<file path="src/hdl/cfg_loader_pkg.sv">
// constants shared by the configuration loader and its cell expander
// assumes one 100 MHz system clock; the load clock pin is sampled by it
package cfg_loader_pkg;
	// load schemes, chosen by strap-like logic before a load starts
	localparam logic [1:0] SCHEME_PARALLEL = 2'h0;
	localparam logic [1:0] SCHEME_ACTIVE_SERIAL = 2'h1;
	localparam logic [1:0] SCHEME_PASSIVE_SERIAL = 2'h2;
	localparam logic [1:0] SCHEME_BOUNDARY_SCAN = 2'h3;
	// widths
	localparam int DATA_W = 8;
	localparam int NIB_W = 4;
	localparam int ADDR_W = 16;
	localparam int LEFT_W = 5;
	localparam int SYNC_DEPTH = 3;
	// header byte field: image carries compressed data
	localparam int HDR_COMPRESS_BIT = 0;
	// compressed byte layout: repeat count high, nibble value low
	localparam int RUN_HI = 7;
	localparam int RUN_LO = 4;
	// parallel compressed: one word per four load clock edges
	localparam logic [1:0] BEAT_TAKE = 2'h0;
	// uncompressed byte gives two nibble writes
	localparam logic [4:0] PLAIN_WRITES = 5'h02;
	// serial byte assembly: last bit index
	localparam logic [2:0] SER_LAST_BIT = 3'h7;
	// reset values
	localparam logic [15:0] ADDR_RESET = 16'h0000;
endpackage

</file>
<file path="src/hdl/cell_expander.sv">
// cell expander: turns received bytes into nibble writes to config cells
// assumes bytes arrive as one-cycle strobes on the system clock
`timescale 1ns/1ps
module cell_expander (
	input wire logic i_clock,
	input wire logic i_nrst,
	input wire logic i_start,
	input wire logic i_valid,
	input wire logic i_compress,
	input wire logic [7:0] i_byte,
	output logic o_we,
	output logic [15:0] o_addr,
	output logic [3:0] o_data,
	output logic o_busy
);
	logic [4:0] left_reg, left_next;
	logic [7:0] pend_reg, pend_next;
	logic mode_reg, mode_next;
	logic [15:0] cnt_reg, cnt_next;
	logic we_reg, we_next;
	logic [15:0] addr_reg, addr_next;
	logic [3:0] data_reg, data_next;

	// next write: one nibble per cycle while a byte is pending
	always_comb begin
		left_next = left_reg;
		pend_next = pend_reg;
		mode_next = mode_reg;
		cnt_next = cnt_reg;
		we_next = 1'b0;
		addr_next = addr_reg;
		data_next = data_reg;
		if (i_start) begin
			cnt_next = cfg_loader_pkg::ADDR_RESET;
			left_next = '0;
		end else if (left_reg != '0) begin
			we_next = 1'b1;
			addr_next = cnt_reg;
			data_next = pend_reg[3:0];
			cnt_next = cnt_reg + 16'h0001;
			left_next = left_reg - 5'h01;
			if (!mode_reg)
				pend_next = {4'h0, pend_reg[7:4]}; // second nibble next
		end
		if (!i_start && i_valid && left_reg == '0) begin
			mode_next = i_compress;
			pend_next = i_byte;
			if (i_compress) begin
				// run of count plus one copies of the low nibble
				left_next = {1'b0, i_byte[cfg_loader_pkg::RUN_HI:
					cfg_loader_pkg::RUN_LO]} + 5'h01;
			end else begin
				left_next = cfg_loader_pkg::PLAIN_WRITES;
			end
		end
	end

	// register expander state
	always_ff @(posedge i_clock or negedge i_nrst) begin
		if (!i_nrst) begin
			left_reg <= '0;
			pend_reg <= '0;
			mode_reg <= 1'b0;
			cnt_reg <= cfg_loader_pkg::ADDR_RESET;
			we_reg <= 1'b0;
			addr_reg <= cfg_loader_pkg::ADDR_RESET;
			data_reg <= '0;
		end else begin
			left_reg <= left_next;
			pend_reg <= pend_next;
			mode_reg <= mode_next;
			cnt_reg <= cnt_next;
			we_reg <= we_next;
			addr_reg <= addr_next;
			data_reg <= data_next;
		end
	end

	assign o_we = we_reg;
	assign o_addr = addr_reg;
	assign o_data = data_reg;
	assign o_busy = (left_reg != '0);

	// accepted byte reaches the cells two cycles later
	property p_first_write;
		@(posedge i_clock) disable iff (!i_nrst)
		i_valid && !o_busy && !i_start |-> ##2 (o_we &&
			o_data == $past(i_byte[3:0], 2));
	endproperty
	a_first_write: assert property (p_first_write)
		else $error("accepted byte not written to cells");

	// a zero-count run gives exactly one write
	property p_single_run;
		@(posedge i_clock) disable iff (!i_nrst)
		i_valid && !o_busy && !i_start && i_compress &&
			i_byte[7:4] == 4'h0 |-> ##2 o_we ##1 !o_we;
	endproperty
	a_single_run: assert property (p_single_run)
		else $error("zero-count run wrote wrong number of nibbles");

	// plain byte gives low then high nibble at consecutive addresses
	property p_plain_pair;
		@(posedge i_clock) disable iff (!i_nrst)
		i_valid && !o_busy && !i_start && !i_compress |-> ##3
			(o_we && o_data == $past(i_byte[7:4], 3) &&
			o_addr == $past(o_addr) + 16'h0001);
	endproperty
	a_plain_pair: assert property (p_plain_pair)
		else $error("plain byte nibbles out of order");

	c_long_run: cover property (@(posedge i_clock) disable iff (!i_nrst)
		i_valid && i_compress && i_byte[7:4] == 4'hf);
endmodule // cell_expander

</file>
<file path="src/hdl/compressed_config_loader.sv">
// configuration loader: receives a bitstream over the load pins,
// expands it when the image says it is compressed and the scheme is not boundary scan, writes the cells
// assumes the load clock pin is far slower than i_clock and that
// i_load_enable and i_scheme come from logic on i_clock
`timescale 1ns/1ps
module compressed_config_loader (
	input wire logic i_clock,
	input wire logic i_nrst,
	input wire logic i_load_enable,
	input wire logic [1:0] i_scheme,
	input wire logic i_config_load_clock,
	input wire logic [7:0] i_config_data,
	output logic o_cell_we,
	output logic [15:0] o_cell_addr,
	output logic [3:0] o_cell_data,
	output logic o_compressed,
	output logic o_loading,
	output logic o_overrun
);
	typedef enum logic [1:0] {ST_IDLE, ST_HEADER, ST_LOAD} load_state_t;

	logic [8:0] sync_reg [cfg_loader_pkg::SYNC_DEPTH];
	logic clk_stable_reg, clk_stable_next;
	logic rise_reg, rise_next;
	logic [7:0] word_reg, word_next;
	load_state_t state_reg, state_next;
	logic [1:0] scheme_reg, scheme_next;
	logic compressed_reg, compressed_next;
	logic [1:0] beat_reg, beat_next;
	logic [2:0] bit_reg, bit_next;
	logic [7:0] shift_reg, shift_next;
	logic overrun_reg, overrun_next;
	logic loading_reg, loading_next;
	logic byte_valid;
	logic [7:0] byte_data;
	logic start;
	logic exp_busy;

	// pin synchroniser, three stages for clock and data
	genvar g;
	generate
		for (g = 0; g < cfg_loader_pkg::SYNC_DEPTH; g++) begin : g_sync
			if (g == 0) begin : g_first
				// first stage takes the raw pins
				always_ff @(posedge i_clock or negedge i_nrst) begin
					if (!i_nrst)
						sync_reg[g] <= '0;
					else
						sync_reg[g] <= {i_config_load_clock, i_config_data};
				end
			end else begin : g_next
				// later stages only follow the stage before
				always_ff @(posedge i_clock or negedge i_nrst) begin
					if (!i_nrst)
						sync_reg[g] <= '0;
					else
						sync_reg[g] <= sync_reg[g - 1];
				end
			end
		end
	endgenerate

	// load clock level counts once stages two and three agree
	always_comb begin
		clk_stable_next = clk_stable_reg;
		if (sync_reg[1][8] == sync_reg[2][8])
			clk_stable_next = sync_reg[2][8];
		rise_next = clk_stable_next && !clk_stable_reg;
		word_next = rise_next ? sync_reg[2][7:0] : word_reg;
	end

	// register edge finder
	always_ff @(posedge i_clock or negedge i_nrst) begin
		if (!i_nrst) begin
			clk_stable_reg <= 1'b0;
			rise_reg <= 1'b0;
			word_reg <= '0;
		end else begin
			clk_stable_reg <= clk_stable_next;
			rise_reg <= rise_next;
			word_reg <= word_next;
		end
	end

	// byte assembly per scheme and load sequencing
	always_comb begin
		state_next = state_reg;
		scheme_next = scheme_reg;
		compressed_next = compressed_reg;
		beat_next = beat_reg;
		bit_next = bit_reg;
		shift_next = shift_reg;
		overrun_next = overrun_reg;
		byte_valid = 1'b0;
		byte_data = word_reg;
		start = 1'b0;
		// serial schemes: lsb first on data bit zero
		if (rise_reg && scheme_reg != cfg_loader_pkg::SCHEME_PARALLEL &&
				state_reg != ST_IDLE) begin
			shift_next = {word_reg[0], shift_reg[7:1]};
			bit_next = bit_reg + 3'h1;
			if (bit_reg == cfg_loader_pkg::SER_LAST_BIT) begin
				byte_valid = 1'b1;
				byte_data = {word_reg[0], shift_reg[7:1]};
			end
		end
		// parallel: one word per edge, or per four when compressed
		if (rise_reg && scheme_reg == cfg_loader_pkg::SCHEME_PARALLEL &&
				state_reg != ST_IDLE) begin
			if (state_reg == ST_LOAD && compressed_reg) begin
				beat_next = beat_reg + 2'h1;
				byte_valid = (beat_reg == cfg_loader_pkg::BEAT_TAKE);
			end else begin
				byte_valid = 1'b1;
			end
		end
		case (state_reg)
			ST_IDLE: begin
				if (i_load_enable) begin
					state_next = ST_HEADER;
					scheme_next = i_scheme;
					compressed_next = 1'b0;
					overrun_next = 1'b0;
					beat_next = '0;
					bit_next = '0;
					start = 1'b1;
				end
			end
			ST_HEADER: begin
				if (byte_valid) begin
					state_next = ST_LOAD;
					beat_next = '0;
					// own header decides; boundary scan never expands
					compressed_next =
						byte_data[cfg_loader_pkg::HDR_COMPRESS_BIT] &&
						scheme_reg != cfg_loader_pkg::SCHEME_BOUNDARY_SCAN;
				end
			end
			ST_LOAD: begin
				if (byte_valid && exp_busy)
					overrun_next = 1'b1;
			end
			default: state_next = ST_IDLE;
		endcase
		if (!i_load_enable)
			state_next = ST_IDLE;
		loading_next = (state_next != ST_IDLE); // registered status
	end

	// register load state
	always_ff @(posedge i_clock or negedge i_nrst) begin
		if (!i_nrst) begin
			state_reg <= ST_IDLE;
			scheme_reg <= cfg_loader_pkg::SCHEME_PARALLEL;
			compressed_reg <= 1'b0;
			beat_reg <= '0;
			bit_reg <= '0;
			shift_reg <= '0;
			overrun_reg <= 1'b0;
			loading_reg <= 1'b0;
		end else begin
			state_reg <= state_next;
			scheme_reg <= scheme_next;
			compressed_reg <= compressed_next;
			beat_reg <= beat_next;
			bit_reg <= bit_next;
			shift_reg <= shift_next;
			overrun_reg <= overrun_next;
			loading_reg <= loading_next;
		end
	end

	// expander writes cells as bytes arrive, no image buffer
	cell_expander u_expander (
		.i_clock(i_clock),
		.i_nrst(i_nrst),
		.i_start(start),
		.i_valid(byte_valid && state_reg == ST_LOAD),
		.i_compress(compressed_reg),
		.i_byte(byte_data),
		.o_we(o_cell_we),
		.o_addr(o_cell_addr),
		.o_data(o_cell_data),
		.o_busy(exp_busy)
	);

	assign o_compressed = compressed_reg;
	assign o_loading = loading_reg;
	assign o_overrun = overrun_reg;

	// header byte sets the mode for the rest of the image
	property p_header_mode;
		@(posedge i_clock) disable iff (!i_nrst)
		state_reg == ST_HEADER && byte_valid && i_load_enable |=>
			compressed_reg == ($past(byte_data[0]) &&
			scheme_reg != cfg_loader_pkg::SCHEME_BOUNDARY_SCAN);
	endproperty
	a_header_mode: assert property (p_header_mode)
		else $error("header byte did not set compression mode");

	// boundary-scan loads never expand
	property p_bscan_plain;
		@(posedge i_clock) disable iff (!i_nrst)
		scheme_reg == cfg_loader_pkg::SCHEME_BOUNDARY_SCAN |->
			!compressed_reg;
	endproperty
	a_bscan_plain: assert property (p_bscan_plain)
		else $error("compression active on boundary-scan load");

	// mode fixed for the whole image once loading
	property p_mode_hold;
		@(posedge i_clock) disable iff (!i_nrst)
		state_reg == ST_LOAD && $past(state_reg) == ST_LOAD |->
			$stable(compressed_reg);
	endproperty
	a_mode_hold: assert property (p_mode_hold)
		else $error("compression mode changed mid image");

	// parallel compressed word taken, then no word taken for the next six cycles
	property p_four_beats;
		@(posedge i_clock) disable iff (!i_nrst)
		byte_valid && state_reg == ST_LOAD && compressed_reg &&
			scheme_reg == cfg_loader_pkg::SCHEME_PARALLEL |=>
			!byte_valid [*6];
	endproperty
	a_four_beats: assert property (p_four_beats)
		else $error("parallel compressed word taken too early");

	// expander idle whenever a byte arrives
	property p_keep_up;
		@(posedge i_clock) disable iff (!i_nrst)
		byte_valid && state_reg == ST_LOAD |-> !exp_busy;
	endproperty
	a_keep_up: assert property (p_keep_up)
		else $error("expander still busy when next byte arrived");

	// accepted serial schemes all reach the cells
	property p_serial_write;
		@(posedge i_clock) disable iff (!i_nrst)
		byte_valid && state_reg == ST_LOAD && i_load_enable &&
			scheme_reg != cfg_loader_pkg::SCHEME_PARALLEL |->
			##[1:2] o_cell_we;
	endproperty
	a_serial_write: assert property (p_serial_write)
		else $error("serial byte produced no cell write");

	c_par_comp: cover property (@(posedge i_clock) disable iff (!i_nrst)
		byte_valid && state_reg == ST_LOAD && compressed_reg &&
		scheme_reg == cfg_loader_pkg::SCHEME_PARALLEL);
	c_ser_comp: cover property (@(posedge i_clock) disable iff (!i_nrst)
		o_cell_we && compressed_reg &&
		scheme_reg == cfg_loader_pkg::SCHEME_PASSIVE_SERIAL);
	c_bscan: cover property (@(posedge i_clock) disable iff (!i_nrst)
		o_cell_we && scheme_reg == cfg_loader_pkg::SCHEME_BOUNDARY_SCAN);
endmodule // compressed_config_loader

</file>
<file path="config.mk">
export PLATFORM = sky130hd
export DESIGN_NAME = compressed_config_loader
export DESIGN_NICKNAME = d
export VERILOG_FILES = /design/src/hdl/cfg_loader_pkg.sv /design/src/hdl/cell_expander.sv /design/src/hdl/compressed_config_loader.sv
export SDC_FILE = /design/constraint.sdc
export NUM_CORES = 1
export LEC_CHECK = 0
export ABC_CLOCK_PERIOD_IN_PS = 2800
export BUFFER_PORTS_ARGS = -buffer_cell sky130_fd_sc_hd__buf_2
export CAP_MARGIN = 20
export CORE_MARGIN = 1
export CORE_UTILIZATION = 40
export DETAILED_ROUTE_END_ITERATION = 10
export PLACE_DENSITY_LB_ADDON = 0.05
export SYNTH_ARGS = -nofsm -noshare
export SYNTH_HDL_FRONTEND = slang
export SYNTH_SLANG_ARGS = --single-unit
export TNS_END_PERCENT = 5
</file>
<file path="constraint.sdc">
create_clock -name i_clock -period 2.8 [get_ports i_clock]
set_clock_uncertainty 0.15 [all_clocks]
set_input_delay 0.56 -clock i_clock [delete_from_list [all_inputs] [get_ports i_clock]]
set_output_delay 0.56 -clock i_clock [all_outputs]
set_load 0.05 [all_outputs]
</file>
==> results of run 1 <==
## power groups by stage
stage	clock, mW	combinational, mW	sequential, mW
after floorplan	0	0.540	1.96
after global placement	0	0.850	1.87
after detailed placement	0	0.864	1.88
after CTS	0.996	0.872	1.85
after global routing	1.06	0.951	1.87
final	0.952	0.853	1.85
## per-stage QoR
step / instances / power [mW] / hold slack, ns / setup slack (ns)
finish: 566 / 3.65 / 0.129 / 0.343
global route: 566 / 3.88 / 0.0923 / 0.228
CTS: 566 / 3.71 / 0.105 / 0.344
detailed placement: 549 / 2.74 / 0.185 / 0.349
global placement: 549 / 2.72 / 0.182 / 0.392
floorplan: 375 / 2.50 / 0.114 / 0.381
## what timing repair did
action                    in CTS  in global routing
hold endpoints to repair      15                  0
hold buffers                   1                  0
resized for setup              0                  0
## metal layers
metal  routed length (um)  track usage  share of wire  vias to the layer above
met3                  248       0.0260          0.030                       12
met5                    0            0              0                        -
met1                 4130        0.227           0.50                     1400
met4                  149       0.0685          0.018                        0
met2                 3750        0.246           0.45                       50
li1                     -            -              -                     1381
## final timing paths
kind	cells after the start	slack (ns)	start	to
max	6	0.34	state_reg[0]$_DFF_PN0_	u_expander.left_reg[2]$_DFFE_PN0P_
min	1	0.13	i_config_data[2]	sync_reg[20]$_DFF_PN0_
max reg2reg	6	0.34	state_reg[0]$_DFF_PN0_	u_expander.left_reg[2]$_DFFE_PN0P_
min reg2reg	0	0.21	sync_reg[22]$_DFF_PN0_	sync_reg[13]$_DFF_PN0_
max in group asynchronous	3	1.37	i_nrst	u_expander.o_addr[9]$_DFFE_PN0P_
min in group asynchronous	2	0.42	i_nrst	u_expander.o_we$_DFF_PN0_
## cell type report
class	instances	area (sq um)
Timing Repair Buffer	47	278
Clock buffer	9	124
Multi-Input combinational cell	246	1660
Inverter	10	37.5
Tap cell	140	175
Clock inverter	7	83.8
Fill cell	1015	5810
Sequential cell	107	2680
## kinds of logic (layout without fill, tap and decap cells)
logic type	Yosys count	after routing
adders and majority gates	7	7
DFF	107	107
and+or+nand+nor	148	148
buffers and inverters	22	73
muxes	43	43
xor gates and xnor gates	13	13
AOI/OAI and AO/OA	35	35
## cell usage in the layout (no fill, tap or decap), drive strengths merged, types with 2 or more instances in the layout
master / count
mux2i: 20
nor2: 22
inv: 12
nor2b: 2
nand2b: 3
nor3: 2
buf: 46
and3: 3
nor3b: 2
clkinv: 5
xor2: 8
ha: 6
o21ai: 8
a31oi: 2
nand2: 76
nand4: 6
and4: 3
nand3: 12
and2: 4
or4b: 2
a21oi: 12
dfrtp: 107
or3: 4
o31ai: 3
xnor2: 5
or4: 3
clkbuf: 9
mux2: 23
==> impl_metrics.toml, run 1 <==
[yosys]
synth_cell_type_count = 56
seq_area_frac_synth = 0.603
synthMuxAreaShare = 0.104
synthAdderAreaFrac = 0.0191
synth_warnings = 0
synthArstFlopShare = 1.00
synth_most_common_cell = "dfrtp_1"
synth_top_area_share = 0.603
synth_enable_flop_cells = 0
synth_top_family_by_area = "simple AND/OR/NAND/NOR gates"
synth_fp_nets = 395
synth_ff_type = "dfrtp_1"
yosysTopAreaCell = "dfrtp_1"
syn_area_per_cell_sq_um = 11.8
syn_area_sq_um = 4440
ys_ff_latch = 107
synth_compound_area_frac = 0.0518
synthXorXnorAreaFrac = 0.0256
synth-simple-area-share = 0.172
synthCells = 375
synthTopCellsByArea = "dfrtp_1 60%, nand2_1 6.3%, mux2_2 5.6%, mux2i_1 4.5%, nor2_1 1.8%"
yosys-top-cells-count = "107 x dfrtp_1, 75 x nand2_1, 22 x mux2_2"

[power_and_ir_drop]
vdd_drop_max_mv = 0.258
clkPwrFrac = 0.261
power.switching_mw = 1.27
internal_power_mw = 2.38
p_leak_nw = 2.51
power.density_nw_per_um2 = 725
seq_power_share = 0.505
swShare = 0.347
combinationalPowerShare = 0.234

[routing]
firstDrtPassIters = 4
drc = 0
routed_wirelength_mm = 8.28
vias = 2843
ant_nets = 0
avgViaCountPerCell = 5.02
drt_iter0_drc = 147
wl_per_cell_um = 14.6

[flow_run]
maxCapViolCount = 0

[place]
dpl_cell_area_sq_um = 4820
io_buffers = 37
place_hpwl_mm = 5.69
gp_congestion = 0.763

[floorplanning]
die_w_um = 107
initial_core_util = 0.410
ios = 38
rows = 38
dieArea_sq_um = 11500
core-area_sq_um = 10800
die_y_um = 107

[global_route]
grt_pass1_wl_mm = 14.1
antenna_found_initial = 0
gr-usage-all-layers = 0.161
grt_pass1_vias = 2760
grt_max_degree = 62
gr-total-overflow = 0

[final_layout]
postLayoutCellArea_sq_um = 5030
finalNetCount = 441
diodes = 0
utilization = 0.464
drive_gt1_frac = 0.239
largest_register_ffs = 27
area_growth_pct = 13.3

[timing]
period_minus_slack_ns = 2.46
rsz0062_at_grt = "false"
hold_viol_final = 0
relSlewSlack = 0.507
max_freq_mhz = 407
finalCritPeriodShare = 0.877
setup_viol = 0
slew_violations = 0
worst_pin_slew_ns = 0.738
tns_ns = 0

[cts]
clk_latency_ns = 0.37
clkTransAtPathRegs_ns = 0.12
cts_setup_buffers = 0
numCtsBuffers = 9
cts_buffer_depth = 2
clockRootBuffer = "clkbuf_8"
tritoncts = "done"
cts_max_level = 3
clock_sinks = 107

[critical_path]
cpPeakStageDelay_ns = 0.50
crit_required_ns = 2.93
critPathLaunchType = "flip-flop"
cp_max_fo = 13
setup.worst_path.class = "flip-flop to flip-flop"
crit_chain = "o221a_4 -> nand2_2 -> mux2_2 -> ha_1 -> or3_1 -> a32o_1"
crit_path_top_delay_cell = "dfrtp_1"
worstSetupEndpointType = "flip-flop"
path_delay_family = "compound AO/OA/AOI/OAI gates"
cp_data_arrival_time_ns = 2.58
crit_buf_inv = 0

[min_path]
hp-class = "input port to flip-flop"

[run_status]
outcome = "complete, no violations"
(Power assumes the default switching activity.)
==> run 2: changes to the inputs <==
--- a/config.mk
+++ b/config.mk
@@ -5,6 +5,7 @@
 export SDC_FILE = /design/constraint.sdc
 export NUM_CORES = 1
 export LEC_CHECK = 0
+export ABC_AREA = 1
 export ABC_CLOCK_PERIOD_IN_PS = 2800
 export BUFFER_PORTS_ARGS = -buffer_cell sky130_fd_sc_hd__buf_2
 export CAP_MARGIN = 20
==> impl_metrics.toml, run 2 <==
[yosys]
syn_area_sq_um = 4390
seq_area_frac_synth = 0.610
synthTopCellsByArea = "dfrtp_1 61%, nand2_1 10%, o21ai_0 5.4%, inv_1 4.8%, nor2_1 2.5%"
synth_top_area_share = 0.610
synthCells = 465
ys_ff_latch = 107
synthArstFlopShare = 1.00
synth_enable_flop_cells = 0
yosys-top-cells-count = "122 x nand2_1, 107 x dfrtp_1, 56 x inv_1"
synth_most_common_cell = "nand2_1"
synth_ff_type = "dfrtp_1"
synth_cell_type_count = 35
synth_fp_nets = 485
syn_area_per_cell_sq_um = 9.44
synth_warnings = 0
yosysTopAreaCell = "dfrtp_1"

[timing]
hold-worst-slack_ns = 0.132
period_minus_slack_ns = 2.27
setup_viol = 0
max_freq_mhz = 440
rsz0062_at_grt = "false"
tns_ns = 0
finalCritPeriodShare = 0.812
hold_viol_final = 0
slew_violations = 0
worst_pin_slew_ns = 0.576
relSlewSlack = 0.612

[cts]
numCtsBuffers = 9
clk_latency_ns = 0.38
cts_setup_buffers = 0
cts_buffer_depth = 2
clock_sinks = 107
cts_max_level = 3
tritoncts = "done"
clockRootBuffer = "clkbuf_8"
clkTransAtPathRegs_ns = 0.11

[routing]
wl_per_cell_um = 12.8
firstDrtPassIters = 4
avgViaCountPerCell = 4.76
ant_nets = 0
drt_iter0_drc = 126
routed_wirelength_mm = 8.28
vias = 3088
drc = 0

[floorplanning]
dieArea_sq_um = 11400
ios = 38
rows = 37
initial_core_util = 0.419
die_y_um = 107
die_w_um = 107
core-area_sq_um = 10500

[global_route]
grt_pass1_wl_mm = 14.3
grt_pass1_vias = 3087
gr-total-overflow = 0
antenna_found_initial = 0
grt_max_degree = 51
gr-usage-all-layers = 0.160

[final_layout]
diodes = 0
drive_gt1_frac = 0.148
area_growth_pct = 12.7
finalNetCount = 528
n_fill_cell = 1026
largest_register_ffs = 27
utilization = 0.473
final_common_cell = "nand2_1"
postLayoutCellArea_sq_um = 4940
mostFrequentLayoutCells = "122 x nand2_1, 107 x dfrtp_1, 56 x inv_1"

[flow_run]
maxCapViolCount = 0

[place]
io_buffers = 37
gp_congestion = 0.797
place_hpwl_mm = 5.96
dpl_cell_area_sq_um = 4730

[power_and_ir_drop]
p_leak_nw = 2.47
vdd_drop_max_mv = 0.347
power.density_nw_per_um2 = 743

[min_path]
hp-class = "input port to flip-flop"

[critical_path]
setup.worst_path.class = "flip-flop to flip-flop"
worstSetupEndpointType = "flip-flop"
crit_chain = "inv_1 -> ha_1 -> nor3b_2 -> nand2_1 -> nand2_4 -> inv_1 -> a21oi_1 -> a21oi_1"
cp_data_arrival_time_ns = 2.39
cpPeakStageDelay_ns = 0.41
cp_max_fo = 37
crit_path_top_delay_cell = "dfrtp_1"
crit_required_ns = 2.91
critPathLaunchType = "flip-flop"

[run_status]
outcome = "complete, no violations"
==> run 2: path summary, 6_finish.rpt <==
kind | slack [ns] | to | depth (start not counted) | start
max | 0.53 | u_expander.left_reg[0]$_DFFE_PN0P_ | 8 | u_expander.left_reg[0]$_DFFE_PN0P_
min | 0.13 | sync_reg[23]$_DFF_PN0_ | 1 | i_config_data[5]
max reg2reg | 0.53 | u_expander.left_reg[0]$_DFFE_PN0P_ | 8 | u_expander.left_reg[0]$_DFFE_PN0P_
min reg2reg | 0.20 | sync_reg[15]$_DFF_PN0_ | 0 | sync_reg[24]$_DFF_PN0_
max in group asynchronous | 1.30 | scheme_reg[0]$_DFFE_PN0P_ | 3 | i_nrst
min in group asynchronous | 0.50 | u_expander.o_addr[0]$_DFFE_PN0P_ | 2 | i_nrst
==> run 2: through the flow <==
step | instances | worst slack, ns | power, mW
floorplan | 465 | 0.808 | 2.49
global placement | 632 | 0.587 | 2.70
detailed placement | 632 | 0.563 | 2.72
CTS | 649 | 0.501 | 3.74
global route | 649 | 0.252 | 3.92
finish | 649 | 0.527 | 3.67
==> run 2: report_power, final <==
group	total (mW)	internal, mW	switching [mW]
Clock	0.993	0.431	0.562
Sequential	1.85	1.73	0.120
Combinational	0.836	0.239	0.597
==> run 2: critical path, delay by kind of cell, from the launching register on <==
kind | cells | cell delay, ns
flops | 1 | 0.41
simple gates | 3 | 0.77
buf+inv | 2 | 0.35
compound gates | 2 | 0.30
fa+ha+maj | 1 | 0.18
==> run 2: layout make-up <==
| type | count | area, sq um | share of cell area |
|---|---|---|---|
| timing repair buffer | 42 | 240 | 0.0486 |
| multi-input combinational | 288 | 1430 | 0.288 |
| clock inverter | 7 | 82.6 | 0.0167 |
| inverter | 60 | 225 | 0.0455 |
| sequential | 107 | 2680 | 0.541 |
| clock buffer | 9 | 124 | 0.0251 |
| tap | 136 | 170 | 0.0344 |
==> run 2: repair_timing <==
item                                   4_1_cts  5_1_grt
hold buffers                                 1        0
endpoints found under the hold margin       31        0
resized for setup                            0        0
==> run 2: cells by family (layout without fill, tap and decap cells) <==
logic type | Yosys count | after routing | share of synthesized area
and+or+nand+nor | 198 | 198 | 0.204
AOI/OAI and AO/OA | 79 | 79 | 0.0938
xor gates and xnor gates | 4 | 4 | 0.00799
adders and majority gates | 7 | 7 | 0.0194
DFF | 107 | 107 | 0.610
buffers and inverters | 70 | 118 | 0.0650
==> run 2: layer usage <==
layer | vias up | global-route usage | share of wire
met5 | - | 0 | 0
met4 | 0 | 0.0675 | 0.017
met3 | 12 | 0.0322 | 0.028
met2 | 52 | 0.279 | 0.50
met1 | 1464 | 0.193 | 0.45
li1 | 1560 | - | -
==> run 3: changes to the inputs <==
--- a/config.mk
+++ b/config.mk
@@ -5,8 +5,8 @@
 export SDC_FILE = /design/constraint.sdc
 export NUM_CORES = 1
 export LEC_CHECK = 0
-export ABC_AREA = 1
-export ABC_CLOCK_PERIOD_IN_PS = 2800
+export ABC_AREA = 0
+export ABC_CLOCK_PERIOD_IN_PS = 2000
 export BUFFER_PORTS_ARGS = -buffer_cell sky130_fd_sc_hd__buf_2
 export CAP_MARGIN = 20
 export CORE_MARGIN = 1
==> constraint.sdc (replaced) <==
create_clock -name i_clock -period 2 [get_ports i_clock]
set_clock_uncertainty 0.15 [all_clocks]
set_input_delay 0.4 -clock i_clock [delete_from_list [all_inputs] [get_ports i_clock]]
set_output_delay 0.4 -clock i_clock [all_outputs]
set_load 0.05 [all_outputs]
==> impl_metrics.toml, run 3 (same netlist as run 1, synthesis figures left out) <==
[final_layout]
utilization = 0.515
area_growth_pct = 25.7
finalNetCount = 484
diodes = 0
drive_gt1_frac = 0.320
mostFrequentLayoutCells = "107 x dfrtp_1, 75 x nand2_1, 37 x buf_4"
final_common_cell = "dfrtp_1"
postLayoutCellArea_sq_um = 5590
final_cells = 609
largest_register_ffs = 27

[routing]
routed_wirelength_mm = 8.65
vias = 2941
ant_nets = 0
firstDrtPassIters = 4
wl_per_cell_um = 14.2
avgViaCountPerCell = 4.83
drt_iter0_drc = 172
drc = 0

[place]
placed_cells_incl_taps = 578
place_ws_ns = -0.256
place_hpwl_mm = 5.89
io_buffers = 37
gp_congestion = 0.816
dpl_cell_area_sq_um = 5110

[timing]
fin_ws_ns = -0.147
relSlewSlack = 0.801
hold-worst-slack_ns = 0.107
worst_pin_slew_ns = 0.290
max_freq_mhz = 466
hold_viol_final = 0
setup_viol = 5
finalCritPeriodShare = 1.07
period_minus_slack_ns = 2.15
rsz0062_at_grt = "true"
slew_violations = 0

[floorplanning]
ios = 38
initial_core_util = 0.410
die_y_um = 107
die_w_um = 107
dieArea_sq_um = 11500
core-area_sq_um = 10800
rows = 38

[cts]
tritoncts = "done"
clock_sinks = 107
clk_latency_ns = 0.37
cts_buffer_depth = 2
clockRootBuffer = "clkbuf_8"
clkTransAtPathRegs_ns = 0.10
cts_max_level = 3
numCtsBuffers = 9

[global_route]
grt_pass1_wl_mm = 14.5
grt_max_degree = 61
gr-total-overflow = 0
grt_pass1_vias = 2900
gr-usage-all-layers = 0.165
antenna_found_initial = 0

[min_path]
hp-class = "input port to flip-flop"

[critical_path]
setup.worst_path.class = "flip-flop to flip-flop"
cp_data_arrival_time_ns = 2.27
crit_required_ns = 2.12
cp_max_fo = 3
critPathLaunchType = "flip-flop"
worstSetupEndpointType = "flip-flop"

[power_and_ir_drop]
vdd_drop_max_mv = 0.685
p_leak_nw = 2.76
power.density_nw_per_um2 = 1010

[flow_run]
maxCapViolCount = 0

[run_status]
outcome = "finished with violations"
violations = "negative setup slack"
==> run 3: final timing paths <==
check	to	cells after the start	slack [ns]	from
max	u_expander.left_reg[2]$_DFFE_PN0P_	7	-0.15	bit_reg[0]$_DFF_PN0_
min	scheme_reg[0]$_DFFE_PN0P_	3	0.11	i_scheme[0]
max reg2reg	u_expander.left_reg[2]$_DFFE_PN0P_	7	-0.15	bit_reg[0]$_DFF_PN0_
min reg2reg	sync_reg[15]$_DFF_PN0_	0	0.20	sync_reg[24]$_DFF_PN0_
max in group asynchronous	u_expander.cnt_reg[3]$_DFFE_PN0P_	3	0.79	i_nrst
min in group asynchronous	u_expander.o_data[2]$_DFFE_PN0P_	2	0.31	i_nrst
==> run 3: where the power goes <==
group	switching, mW	leakage, nW	internal [mW]	total (mW)
logic	0.857	1.25	0.733	1.59
registers	0.184	1.39	2.38	2.57
clock network	0.759	0.115	0.755	1.51
total	1.80	2.76	3.87	5.67
==> run 3: area by class of cell <==
cell class / instances / area, sq um
repair buffers: 90 / 663
clock inverters: 6 / 96.3
inverters: 10 / 37.5
clock buffers: 10 / 138
multi-input cells: 246 / 1800
well taps: 140 / 175
flip-flops and latches: 107 / 2680
fillers: 968 / 5260
==> run 3: layer usage <==
layer | GRT usage | vias up | share of wire
li1 | - | 1465 | -
met1 | 0.237 | 1420 | 0.51
met2 | 0.245 | 47 | 0.44
met3 | 0.0285 | 9 | 0.027
met4 | 0.0685 | 0 | 0.016
met5 | 0 | - | 0
==> run 3: critical path: stages, from the launching register on <==
cell	delay, ns
dfrtp_1	0.40
ha_2	0.20
ha_4	0.18
nand2_8	0.07
mux2_4	0.32
ha_4	0.17
or3_4	0.35
a32o_1	0.21
==> run 3: through the flow <==
stage	power (mW)	TNS, ns
6_report	5.67	-0.346
5_1_grt	6.01	-0.998
4_1_cts	5.68	-0.414
3_5_place_dp	4.07	-0.893
3_3_place_gp	4.06	-0.259
2_1_floorplan	3.51	-0.265
==> run 3: repair_timing <==
| item | in CTS | in global routing |
|---|---|---|
| setup endpoints to repair | 35 | 47 |
| endpoints found under the hold margin | 26 | 0 |
| gates resized for setup | 8 | 16 |
| hold buffers | 10 | 0 |
| setup buffers | 4 | 2 |
| pin swaps | 3 | 3 |
